`src/design/qiorw_map.svh`:
```
// Constants of the quad I/O read and wrap-burst command logic.
// Assumes inclusion by the package and the core; definitions only.
`ifndef QIORW_MAP_SVH
`define QIORW_MAP_SVH

// Opcodes handled by this block
`define QIORW_OP_QIO_READ   8'hEB
`define QIORW_OP_WORD_READ  8'hE7
`define QIORW_OP_SET_WRAP   8'h77

// Serial clock edges per command phase
`define QIORW_OP_EDGES_SPI  6'h08
`define QIORW_OP_EDGES_QPI  6'h02
`define QIORW_ADDR_EDGES    6'h06
`define QIORW_MODE_EDGES    6'h02
`define QIORW_WRAP_EDGES    6'h20

// Dummy clocks after the mode byte in single-opcode mode
`define QIORW_SPI_QIO_DUMMY  6'h04
`define QIORW_SPI_WORD_DUMMY 6'h02

// Mode byte field: opcode skip select bits and the entry code
`define QIORW_SKIP_SEL_HI   5
`define QIORW_SKIP_SEL_LO   4
`define QIORW_SKIP_ENTER    2'h2

// Wrap byte field positions
`define QIORW_WRAP_LEN_HI   6
`define QIORW_WRAP_LEN_LO   5
`define QIORW_WRAP_DIS_POS  4

// Reset values and the idle byte sent on underrun
`define QIORW_WRAP_DIS_RST  1'h1
`define QIORW_WRAP_LEN_RST  2'h0
`define QIORW_PARAM_RST     2'h0
`define QIORW_IDLE_BYTE     8'hFF

`endif

```
`src/design/qiorw_pkg.sv`:
```
// Types shared by the quad I/O read command logic and its FIFO.
// Assumes the constant map header sits beside it.
`include "qiorw_map.svh"

package qiorw_pkg;

    // Command sequencer phases
    typedef enum logic [2:0] {
        ST_IDLE,
        ST_OPCODE,
        ST_ADDR,
        ST_MODE,
        ST_DUMMY,
        ST_DATA,
        ST_WRAPCFG,
        ST_IGNORE
    } qiorw_state_t;

    // Pin group of the serial link
    typedef struct packed {
        logic       cs_b;
        logic       sclk;
        logic [3:0] io;
    } qiorw_pins_t;

    // Wrap setting as kept between commands
    typedef struct packed {
        logic [1:0] len;
        logic       dis;
    } qiorw_wrap_t;

endpackage : qiorw_pkg

```
`src/design/qiorw_fifo.sv`:
```
// Byte FIFO between the array read port and the nibble shifter.
// Assumes one clock; flush empties it in one cycle.
`timescale 1ns/10ps

module qiorw_fifo import qiorw_pkg::*; #(
    parameter int WIDTH = 8,
    parameter int DEPTH = 32
) (
    input  wire logic             clk_in,
    input  wire logic             rst_b_in,
    input  wire logic             flush_in,
    input  wire logic             wr_valid_in,
    output logic                  wr_ready_out,
    input  wire logic [WIDTH-1:0] wr_data_in,
    output logic                  rd_valid_out,
    input  wire logic             rd_ready_in,
    output logic [WIDTH-1:0]      rd_data_out
);
    localparam int AW = $clog2(DEPTH);

    // Pointers wrap naturally, so depth must be a power of two
    if (DEPTH < 2 || (1 << AW) != DEPTH) begin : g_chk
        $error("qiorw_fifo: DEPTH must be a power of two >= 2");
    end

    logic [WIDTH-1:0] mem_ff [DEPTH];
    logic [AW-1:0]    wp_ff;
    logic [AW-1:0]    rp_ff;
    logic [AW:0]      cnt_ff;
    logic             push;
    logic             load;

    // Refusing writes during flush keeps stale bytes out
    assign wr_ready_out = !flush_in && (cnt_ff != (AW+1)'(DEPTH));
    assign push         = wr_valid_in && wr_ready_out;
    assign load         = (cnt_ff != '0) && (!rd_valid_out || rd_ready_in);

    // Storage, no reset needed
    always_ff @(posedge clk_in) begin
        if (push) begin
            mem_ff[wp_ff] <= wr_data_in;
        end
    end

    // Pointers and fill count
    always_ff @(posedge clk_in or negedge rst_b_in) begin
        if (!rst_b_in) begin
            wp_ff  <= '0;
            rp_ff  <= '0;
            cnt_ff <= '0;
        end else if (flush_in) begin
            wp_ff  <= '0;
            rp_ff  <= '0;
            cnt_ff <= '0;
        end else begin
            wp_ff  <= wp_ff + AW'(push);
            rp_ff  <= rp_ff + AW'(load);
            cnt_ff <= cnt_ff + (AW+1)'(push) - (AW+1)'(load);
        end
    end

    // Registered head word
    always_ff @(posedge clk_in or negedge rst_b_in) begin
        if (!rst_b_in) begin
            rd_valid_out <= 1'b0;
            rd_data_out  <= '0;
        end else if (flush_in) begin
            rd_valid_out <= 1'b0;
        end else if (load) begin
            rd_valid_out <= 1'b1;
            rd_data_out  <= mem_ff[rp_ff];
        end else if (rd_ready_in) begin
            rd_valid_out <= 1'b0;
        end
    end

endmodule : qiorw_fifo

```
`src/design/qiorw_core.sv`:
```
// Quad I/O read and wrap-burst command logic of a serial flash.
// Assumes the link pins are asynchronous and sampled by clk_in
// (well above four times the serial clock); array bytes arrive
// as a stream for mem_addr_out, and the quad permit, four-wire
// mode and reset-instruction inputs come from logic on clk_in.
//
// Behaviour
// - Quad read: quad address/data, four dummies.
// - Quad read needs the quad permit bit.
// - Mode byte follows address; low nibble ignored.
// - Mode bits 10: next frame skips opcode.
// - Other mode bits: next frame needs opcode.
// - Wrap within aligned section until select rises.
// - Four-wire dummies 2/4/6/8 from read parameter.
// - Read parameter defaults to two dummies.
// - Four-wire mode counts mode byte as dummies.
// - Opcode skipping also works in four-wire mode.
// - No wrap for quad read in four-wire.
// - Word read: even address, two dummies.
// - Word read needs the quad permit bit.
// - Word read supports opcode skipping too.
// - Wrap setting applies to both quad reads.
// - Wrap command: opcode, 24 dummies, wrap byte.
// - Disable bit and two length bits decoded.
// - Wrap setting persists until rewritten.
// - Wrap disabled at power-on and reset.
// - Wrap command honoured only in single-opcode mode.
// - Sample on rising, shift out on falling.
`timescale 1ns/10ps
`include "qiorw_map.svh"

module qiorw_core import qiorw_pkg::*; #(
    parameter int FIFO_WIDTH = 8,
    parameter int FIFO_DEPTH = 32
) (
    input  wire logic        clk_in,
    input  wire logic        rst_b_in,
    input  wire logic        cs_b_in,
    input  wire logic        sclk_in,
    input  wire logic [3:0]  io_in,
    output logic [3:0]       io_out,
    output logic [3:0]       io_oe_out,
    input  wire logic        quad_io_permit_bit_in,
    input  wire logic        four_wire_command_mode_in,
    input  wire logic        soft_reset_in,
    input  wire logic        read_param_load_in,
    input  wire logic [1:0]  read_param_in,
    output logic [23:0]      mem_addr_out,
    input  wire logic [7:0]  mem_data_in,
    input  wire logic        mem_data_valid_in,
    output logic             mem_data_ready_out,
    output logic             continuous_read_out,
    output logic [2:0]       wrap_setting_bits_out,
    output logic [1:0]       read_param_out
);

    // The shifter moves whole bytes
    if (FIFO_WIDTH != 8) begin : g_chk
        $error("qiorw_core: FIFO_WIDTH must be 8");
    end

    ////////////////////////////////////////////////////////////////////
    // Functions

    // Dummy edges that follow the two mode-byte edges
    function automatic logic [5:0] dummy_edges(
        input logic [7:0] cmd,
        input logic       fw,
        input logic [1:0] prm
    );
        if (fw) begin
            dummy_edges = {3'h0, prm, 1'b0};
        end else if (cmd == `QIORW_OP_WORD_READ) begin
            dummy_edges = `QIORW_SPI_WORD_DUMMY;
        end else begin
            dummy_edges = `QIORW_SPI_QIO_DUMMY;
        end
    endfunction : dummy_edges

    // Next fetch address, wrapping inside the aligned section
    function automatic logic [23:0] next_addr(
        input logic [23:0] addr,
        input logic        wrap_on,
        input logic [1:0]  len
    );
        logic [7:0]  mask;
        logic [23:0] inc;
        mask = 8'h07;
        inc  = addr + 24'h000001;
        case (len)
            2'h0:    mask = 8'h07;
            2'h1:    mask = 8'h0F;
            2'h2:    mask = 8'h1F;
            default: mask = 8'h3F;
        endcase
        if (wrap_on) begin
            next_addr = {addr[23:8], (addr[7:0] & ~mask) | (inc[7:0] & mask)};
        end else begin
            next_addr = inc;
        end
    endfunction : next_addr

    ////////////////////////////////////////////////////////////////////
    // Pin synchronisers and edge detection

    qiorw_pins_t  pin_s1_ff;
    qiorw_pins_t  pin_s2_ff;
    logic         sclk_d_ff;
    logic         cs_d_ff;
    logic         sclk_rise;
    logic         sclk_fall;
    logic         cs_fall;
    logic         cs_high;

    // Two stages; only the second one is looked at
    always_ff @(posedge clk_in or negedge rst_b_in) begin
        if (!rst_b_in) begin
            pin_s1_ff <= '{cs_b: 1'b1, sclk: 1'b0, io: 4'h0};
            pin_s2_ff <= '{cs_b: 1'b1, sclk: 1'b0, io: 4'h0};
            sclk_d_ff <= 1'b0;
            cs_d_ff   <= 1'b1;
        end else begin
            pin_s1_ff <= '{cs_b: cs_b_in, sclk: sclk_in, io: io_in};
            pin_s2_ff <= pin_s1_ff;
            sclk_d_ff <= pin_s2_ff.sclk;
            cs_d_ff   <= pin_s2_ff.cs_b;
        end
    end

    // IO is synchronised with the same delay as the clock
    assign sclk_rise = pin_s2_ff.sclk && !sclk_d_ff;
    assign sclk_fall = !pin_s2_ff.sclk && sclk_d_ff;
    assign cs_fall   = !pin_s2_ff.cs_b && cs_d_ff;
    assign cs_high   = pin_s2_ff.cs_b;

    ////////////////////////////////////////////////////////////////////
    // Command sequencer

    qiorw_state_t state_ff;
    logic [5:0]   cnt_ff;
    logic [31:0]  shift_ff;
    logic [7:0]   cmd_ff;
    logic [31:0]  shift1;
    logic [31:0]  shift4;
    logic [7:0]   new_op;
    logic         last_edge;
    logic         op_done;
    logic         addr_done;
    logic         mode_done;
    logic         wrap_done;
    logic         fw;
    logic         crm_ff;
    logic [1:0]   param_ff;
    qiorw_wrap_t  wrap_ff;

    assign fw        = four_wire_command_mode_in;
    assign shift1    = {shift_ff[30:0], pin_s2_ff.io[0]};
    assign shift4    = {shift_ff[27:0], pin_s2_ff.io};
    assign new_op    = fw ? shift4[7:0] : shift1[7:0];
    assign last_edge = sclk_rise && (cnt_ff == 6'h01);
    assign op_done   = last_edge && (state_ff == ST_OPCODE);
    assign addr_done = last_edge && (state_ff == ST_ADDR);
    assign mode_done = last_edge && (state_ff == ST_MODE);
    assign wrap_done = last_edge && (state_ff == ST_WRAPCFG);

    // Phase walk; chip select high aborts anything
    always_ff @(posedge clk_in or negedge rst_b_in) begin
        if (!rst_b_in) begin
            state_ff <= ST_IDLE;
            cnt_ff   <= 6'h00;
            shift_ff <= 32'h0000_0000;
            cmd_ff   <= `QIORW_OP_QIO_READ;
        end else if (cs_high) begin
            state_ff <= ST_IDLE;
        end else if (cs_fall) begin
            shift_ff <= 32'h0000_0000;
            if (crm_ff) begin
                state_ff <= ST_ADDR;
                cnt_ff   <= `QIORW_ADDR_EDGES;
            end else begin
                state_ff <= ST_OPCODE;
                cnt_ff   <= fw ? `QIORW_OP_EDGES_QPI : `QIORW_OP_EDGES_SPI;
            end
        end else if (sclk_rise) begin
            cnt_ff <= cnt_ff - 6'h01;
            case (state_ff)
                ST_OPCODE: begin
                    shift_ff <= fw ? shift4 : shift1;
                    if (cnt_ff == 6'h01) begin
                        cmd_ff <= new_op;
                        if (new_op == `QIORW_OP_QIO_READ
                            && quad_io_permit_bit_in) begin
                            state_ff <= ST_ADDR;
                            cnt_ff   <= `QIORW_ADDR_EDGES;
                        end else if (new_op == `QIORW_OP_WORD_READ
                            && quad_io_permit_bit_in && !fw) begin
                            state_ff <= ST_ADDR;
                            cnt_ff   <= `QIORW_ADDR_EDGES;
                        end else if (new_op == `QIORW_OP_SET_WRAP
                            && !fw) begin
                            state_ff <= ST_WRAPCFG;
                            cnt_ff   <= `QIORW_WRAP_EDGES;
                        end else begin
                            state_ff <= ST_IGNORE;
                        end
                    end
                end
                ST_ADDR: begin
                    shift_ff <= shift4;
                    if (cnt_ff == 6'h01) begin
                        state_ff <= ST_MODE;
                        cnt_ff   <= `QIORW_MODE_EDGES;
                    end
                end
                ST_MODE: begin
                    shift_ff <= shift4;
                    if (cnt_ff == 6'h01) begin
                        cnt_ff <= dummy_edges(cmd_ff, fw, param_ff);
                        if (dummy_edges(cmd_ff, fw, param_ff) == 6'h00) begin
                            state_ff <= ST_DATA;
                        end else begin
                            state_ff <= ST_DUMMY;
                        end
                    end
                end
                ST_DUMMY: begin
                    if (cnt_ff == 6'h01) begin
                        state_ff <= ST_DATA;
                    end
                end
                ST_WRAPCFG: begin
                    shift_ff <= shift1;
                    if (cnt_ff == 6'h01) begin
                        state_ff <= ST_IGNORE;
                    end
                end
                default: begin
                    cnt_ff <= cnt_ff;
                end
            endcase
        end
    end

    // Mode byte governs whether the next frame carries an opcode
    always_ff @(posedge clk_in or negedge rst_b_in) begin
        if (!rst_b_in) begin
            crm_ff <= 1'b0;
        end else if (soft_reset_in) begin
            crm_ff <= 1'b0;
        end else if (mode_done) begin
            crm_ff <= (shift4[`QIORW_SKIP_SEL_HI:`QIORW_SKIP_SEL_LO]
                       == `QIORW_SKIP_ENTER);
        end
    end

    // Wrap setting kept across commands
    always_ff @(posedge clk_in or negedge rst_b_in) begin
        if (!rst_b_in) begin
            wrap_ff <= '{len: `QIORW_WRAP_LEN_RST, dis: `QIORW_WRAP_DIS_RST};
        end else if (soft_reset_in) begin
            wrap_ff <= '{len: `QIORW_WRAP_LEN_RST, dis: `QIORW_WRAP_DIS_RST};
        end else if (wrap_done) begin
            wrap_ff.len <= shift1[`QIORW_WRAP_LEN_HI:`QIORW_WRAP_LEN_LO];
            wrap_ff.dis <= shift1[`QIORW_WRAP_DIS_POS];
        end
    end

    // Read parameter written by the parameter-setting logic
    always_ff @(posedge clk_in or negedge rst_b_in) begin
        if (!rst_b_in) begin
            param_ff <= `QIORW_PARAM_RST;
        end else if (soft_reset_in) begin
            param_ff <= `QIORW_PARAM_RST;
        end else if (read_param_load_in) begin
            param_ff <= read_param_in;
        end
    end

    assign continuous_read_out   = crm_ff;
    assign wrap_setting_bits_out = {wrap_ff.len, wrap_ff.dis};
    assign read_param_out        = param_ff;

    ////////////////////////////////////////////////////////////////////
    // Array fetch and FIFO

    logic        fetch_en_ff;
    logic        wrap_on_ff;
    logic [23:0] mem_addr_ff;
    logic        fifo_flush;
    logic        fifo_wr_ready;
    logic        fifo_rd_valid;
    logic [7:0]  fifo_rd_data;
    logic        pop;
    logic        mem_take;

    assign fifo_flush         = cs_high || addr_done;
    assign mem_data_ready_out = fifo_wr_ready && fetch_en_ff;
    assign mem_take           = mem_data_valid_in && mem_data_ready_out;
    assign mem_addr_out       = mem_addr_ff;

    // Prefetch starts at the address; wrap is frozen per frame
    always_ff @(posedge clk_in or negedge rst_b_in) begin
        if (!rst_b_in) begin
            fetch_en_ff <= 1'b0;
            wrap_on_ff  <= 1'b0;
            mem_addr_ff <= 24'h000000;
        end else if (cs_high) begin
            fetch_en_ff <= 1'b0;
        end else if (addr_done) begin
            fetch_en_ff <= 1'b1;
            mem_addr_ff <= shift4[23:0];
            wrap_on_ff  <= !wrap_ff.dis && !fw;
        end else if (mem_take) begin
            mem_addr_ff <= next_addr(mem_addr_ff, wrap_on_ff, wrap_ff.len);
        end
    end

    qiorw_fifo #(
        .WIDTH (FIFO_WIDTH),
        .DEPTH (FIFO_DEPTH)
    ) u_fifo (
        .clk_in       (clk_in),
        .rst_b_in     (rst_b_in),
        .flush_in     (fifo_flush),
        .wr_valid_in  (mem_data_valid_in && fetch_en_ff),
        .wr_ready_out (fifo_wr_ready),
        .wr_data_in   (mem_data_in),
        .rd_valid_out (fifo_rd_valid),
        .rd_ready_in  (pop),
        .rd_data_out  (fifo_rd_data)
    );

    ////////////////////////////////////////////////////////////////////
    // Nibble output

    logic       half_ff;
    logic [3:0] low_ff;
    logic [7:0] cur_byte;

    // An underrun sends the idle byte rather than stalling the link
    assign cur_byte = fifo_rd_valid ? fifo_rd_data : `QIORW_IDLE_BYTE;
    assign pop      = sclk_fall && (state_ff == ST_DATA) && !half_ff
                      && fifo_rd_valid;

    // Drive on falling edges, high nibble first
    always_ff @(posedge clk_in or negedge rst_b_in) begin
        if (!rst_b_in) begin
            io_out    <= 4'h0;
            io_oe_out <= 4'h0;
            half_ff   <= 1'b0;
            low_ff    <= 4'h0;
        end else if (state_ff != ST_DATA) begin
            io_oe_out <= 4'h0;
            half_ff   <= 1'b0;
        end else if (sclk_fall) begin
            io_oe_out <= 4'hF;
            half_ff   <= !half_ff;
            if (!half_ff) begin
                io_out <= cur_byte[7:4];
                low_ff <= cur_byte[3:0];
            end else begin
                io_out <= low_ff;
            end
        end
    end
endmodule : qiorw_core

```
`config.mk`:
```
export PLATFORM = sky130hd
export DESIGN_NAME = qiorw_core
export DESIGN_NICKNAME = d
export VERILOG_FILES = /design/src/design/qiorw_pkg.sv /design/src/design/qiorw_fifo.sv /design/src/design/qiorw_core.sv
export VERILOG_INCLUDE_DIRS = /design/src /design/src/design
export SDC_FILE = /design/constraint.sdc
export NUM_CORES = 1
export LEC_CHECK = 0
export BUFFER_PORTS_ARGS = -buffer_cell sky130_fd_sc_hd__buf_2
export CAP_MARGIN = 0
export CORE_MARGIN = 2
export CORE_UTILIZATION = 38
export CTS_CLUSTER_SIZE = 8
export DETAILED_ROUTE_END_ITERATION = 8
export GPL_TIMING_DRIVEN = 0
export SETUP_SLACK_MARGIN = 0.05
export SYNTH_ARGS = -nofsm -noshare
export SYNTH_HDL_FRONTEND = slang
export SYNTH_SLANG_ARGS = --single-unit
```
`constraint.sdc`:
```
create_clock -name clk_in -period 3.02 [get_ports clk_in]
set_clock_uncertainty 0.1 [all_clocks]
set_input_delay 0.151 -clock clk_in [delete_from_list [all_inputs] [get_ports clk_in]]
set_output_delay 0.151 -clock clk_in [all_outputs]
set_load 0.02 [all_outputs]
```
==> impl_results.md <==
- Vias per cell: 5.61
- Largest family of logic cells by synthesized area: multiplexers
- CP Cell Sequence: buf_2 -> or3b_1 -> nor3_4 -> nor2_4 -> ha_1 -> fa_1 -> a21oi_1 -> nor2_1 -> nor2_1 -> xor2_1 -> nor2_1
- Die Wd: 210 um
- Slowest CP cell: or3b_1
- Yosys warns: 0
- Combinational Power Share: 0.171
- Row count: 75
- Die H: 210 um
- M1 GR Usage: 0.252
- Critical path class: register to register
- Clk slew on worst S/H paths: 50 ps
- Critical path endpoint category: register
- Share of power burned in registers: 0.433
- Synth area leaders: edfxtp_1 47%, dfrtp_1 17%, mux4_2 7.9%, mux2i_1 2.7%, nor2_1 2.4%
- Total I/O pin count: 62
- Post-synth top area share: 0.475
- Crit Path Max Fanout: 10
- Initial antenna violation count: 0
- Detail Route Antenna Nets: 0
- Outcome: finished, final reports clean
- Largest stage delay on the critical path: around 500 ps
- Asr flop ratio synth: 0.316
- Layout overhead on the synthesized area: 18.5%
- Via Count: 10200
- Layout cells sized above 1: 0.221
- Routed wire length: between 30 and 40 mm
- Detailed Route Iter0 Violations: 860
- Ant diodes: 0
- Worst EP arrival: between 3000 and 4000 ps
- Initial Util: 0.385
- Most used cell, CP: nor2_1
- Final setup TNS: 0 ps
- Pre-CTS setup slack: -424 ps
- Cell Area, Synth: between 15000 and 20000 um^2
- Wire per inst: between 20 and 25 um
- Setup ws final: 194 ps
- CTS tree: yes
- Worst-margin pin slew: 1010 ps
- Post-synth top area cell: edfxtp_1
- GP Congestion: 0.893
- Clock share of power: 0.395
- Syn nets: 1153
- Largest net degree at the start of global routing: 89
- Most Used Layer, Global Route: met2
- Unrepaired setup endpoints after global routing: yes
- Detailed Place HPWL: 25.7 mm
- Final Hold Vio Count: 0
- Post-synth EDFFs: 256
- Switching Share: 0.263
- Post-Syn Instances: 1115
- Final setup viols: 0
- Mux cell area share after synthesis: 0.114
- Setup crit start kind: register
- Clock root buffer master: clkbuf_16
- Die area: between 40000 and 50000 um^2
- First-pass DRT Iterations: 5
- Synthesized flop and latch total: 374
- Total core area: 42000 um^2
- Met3 GRT Util: 0.0328
- Final #Nets: 1291
- Switching power: 3.53 mW
- Port buffer count: 60
- Gr usage total: 0.181
- Xor/xnor share of the synthesized area: 0.00757
- Top-count cell post-synth: edfxtp_1
- Relative slew slack: 0.322
- Largest delay contributor family on the critical path: simple AND/OR/NAND/NOR gates
- DRC viols: 0
- Worst Hold Class: input pin to asynchronous set/reset pin
- Avg Cell Area, Syn: roughly 15 um^2
- Gr ovfl total: 0
- Minimum clock period: between 2000 and 3000 ps
- LEAKAGE: approximately 6.7 nW
- Synth cell count leaders: 256 x edfxtp_1, 108 x dfrtp_1, 103 x nor2_1, 77 x nand2_1, 57 x mux4_2
- Worst path buffer plus inverter count: 1
- Area share of fa/ha/maj cells after synthesis: 0.0121
- Vias in the first global route: 10100
- Fmax: 354 MHz
- First-pass GRT wire length: just over 60 mm
- Internal: 9.90 mW
- Max clock buf depth: 3
- Dominant synthesized flop cell: edfxtp_1
- CTS Sinks: ~370
- Post-synthesis compound-gate area fraction: 0.0870
- Max VDD drop: ~0.00045 V
- Crit path required time: 3380 ps
- Netlist cell types: 79
- Max-cap viol count: 0
- Clk_lat worst skew: 600 ps
- Met2 GRT Util: 0.284
- Final core occ: 0.456
- Sequential-to-total area share from yosys stat: 0.658
- Clock H-tree levels: 2
- PwrDens: 700 nW/um^2
- Fin crit share: 0.936
- Num CTS Buffers: 52
- Simple-gate share of the synthesized area: 0.0991
- Final Max Slew Viols: 0
## flip-flops by register name (all words and copies together) (netlist names), 2 cells and up, named ones only
| signal | cells |
|---|---|
| wrap_setting_bits_out | 3 |
| cnt_ff | 6 |
| pin_s1_ff | 6 |
| cmd_ff | 8 |
| pin_s2_ff | 5 |
| u_fifo.rd_data_out | 8 |
| low_ff | 4 |
| state_ff | 3 |
| mem_addr_out | 21 |
| u_fifo.mem_ff | 256 |
| u_fifo.wp_ff | 5 |
| u_fifo.cnt_ff | 6 |
| io_out | 4 |
| u_fifo.rp_ff | 5 |
| read_param_out | 2 |
| shift_ff | 20 |
## cell type report
type                            count  area, um^2
Fill cell                        3684       22900
Buffer                             61         292
Timing Repair Buffer               86         569
Sequential cell                   374       10700
Clock inverter                      2        60.1
Tap cell                          539         674
Inverter                           19        71.3
Multi-Input combinational cell    659        5440
Clock buffer                       78        1420
## power groups by stage
stage	Clock, mW	Sequential (mW)	Combinational (mW)
after global placement	0	5.91	2.26
final	5.31	5.82	2.30
after detailed placement	0	5.91	2.28
after floorplan	0	5.88	1.59
after CTS	5.42	5.82	2.32
after global routing	5.64	5.84	2.52
## worst paths after layout
path,slack [ps],depth (start not counted),from,endpoint
setup / recovery,190,11,state_ff[2]$_DFFE_PN0P_,u_fifo.cnt_ff[4]$_DFF_PN0_
hold / removal,30,2,rst_b_in,cmd_ff[7]$_DFFE_PN1P_
setup reg to reg,190,11,state_ff[2]$_DFFE_PN0P_,u_fifo.cnt_ff[4]$_DFF_PN0_
hold reg to reg,240,0,pin_s1_ff[0]$_DFF_PN0_,pin_s2_ff[0]$_DFF_PN0_
max in group asynchronous,1290,3,rst_b_in,cnt_ff[3]$_DFFE_PN0P_
min in group clk_in,30,1,mem_data_in[1],u_fifo.mem_ff[2][1]$_DFFE_PP_
## through the flow
stage,instances,area [um^2],hold WS [ps],power (mW)
floorplan,1115,16200,-245,7.47
global placement,1714,17200,159,8.17
detailed placement,1715,17200,-48.7,8.19
CTS,1819,19000,2.21,13.6
global route,1818,19200,36.8,14.0
finish,1818,19200,26.8,13.4
## cells by family after synthesis
family	after synthesis
simple gates	315
compound gates	204
xor+xnor	14
fa+ha+maj	15
buf+inv	82
flops	374
mux	111
## what timing repair did
item | 4_1_cts | 5_1_grt
pin swaps | 1 | 2
gates resized for setup | 39 | 34
hold buffers | 19 | 0
setup buffers | 5 | 1
endpoints found under the hold margin | 226 | 0
setup endpoints to repair | 259 | 255
## layer usage
layer	up-vias	routed length, um	share of wire
met4	0	1180	0.030
met5	-	0	0
li1	4613	-	-
met3	89	2140	0.055
met2	336	18100	0.46
met1	5154	17600	0.45
## layout by cell type, fill, tap and decap left out, types with 23 or more instances in the layout
cell type,instances
a211oi_1,23
a21oi_1,26
buf_2,78
clkbuf_1,53
clkbuf_16,53
dfrtp_1,107
edfxtp_1,256
mux2i_1,43
mux4_2,57
nand2_1,77
nand3_1,24
nor2_1,69
nor2_4,27
o21ai_0,49
## worst reg2reg max path: stages (launching register included)
cell and delay [ps]:
dfrtp_1 350, buf_2 170, or3b_1 510, nor3_4 270, nor2_4 100, ha_1 240, fa_1 430, a21oi_1 150
nor2_1 50, nor2_1 120, xor2_1 160, nor2_1 50
Power figures use the tool's default switching activity.
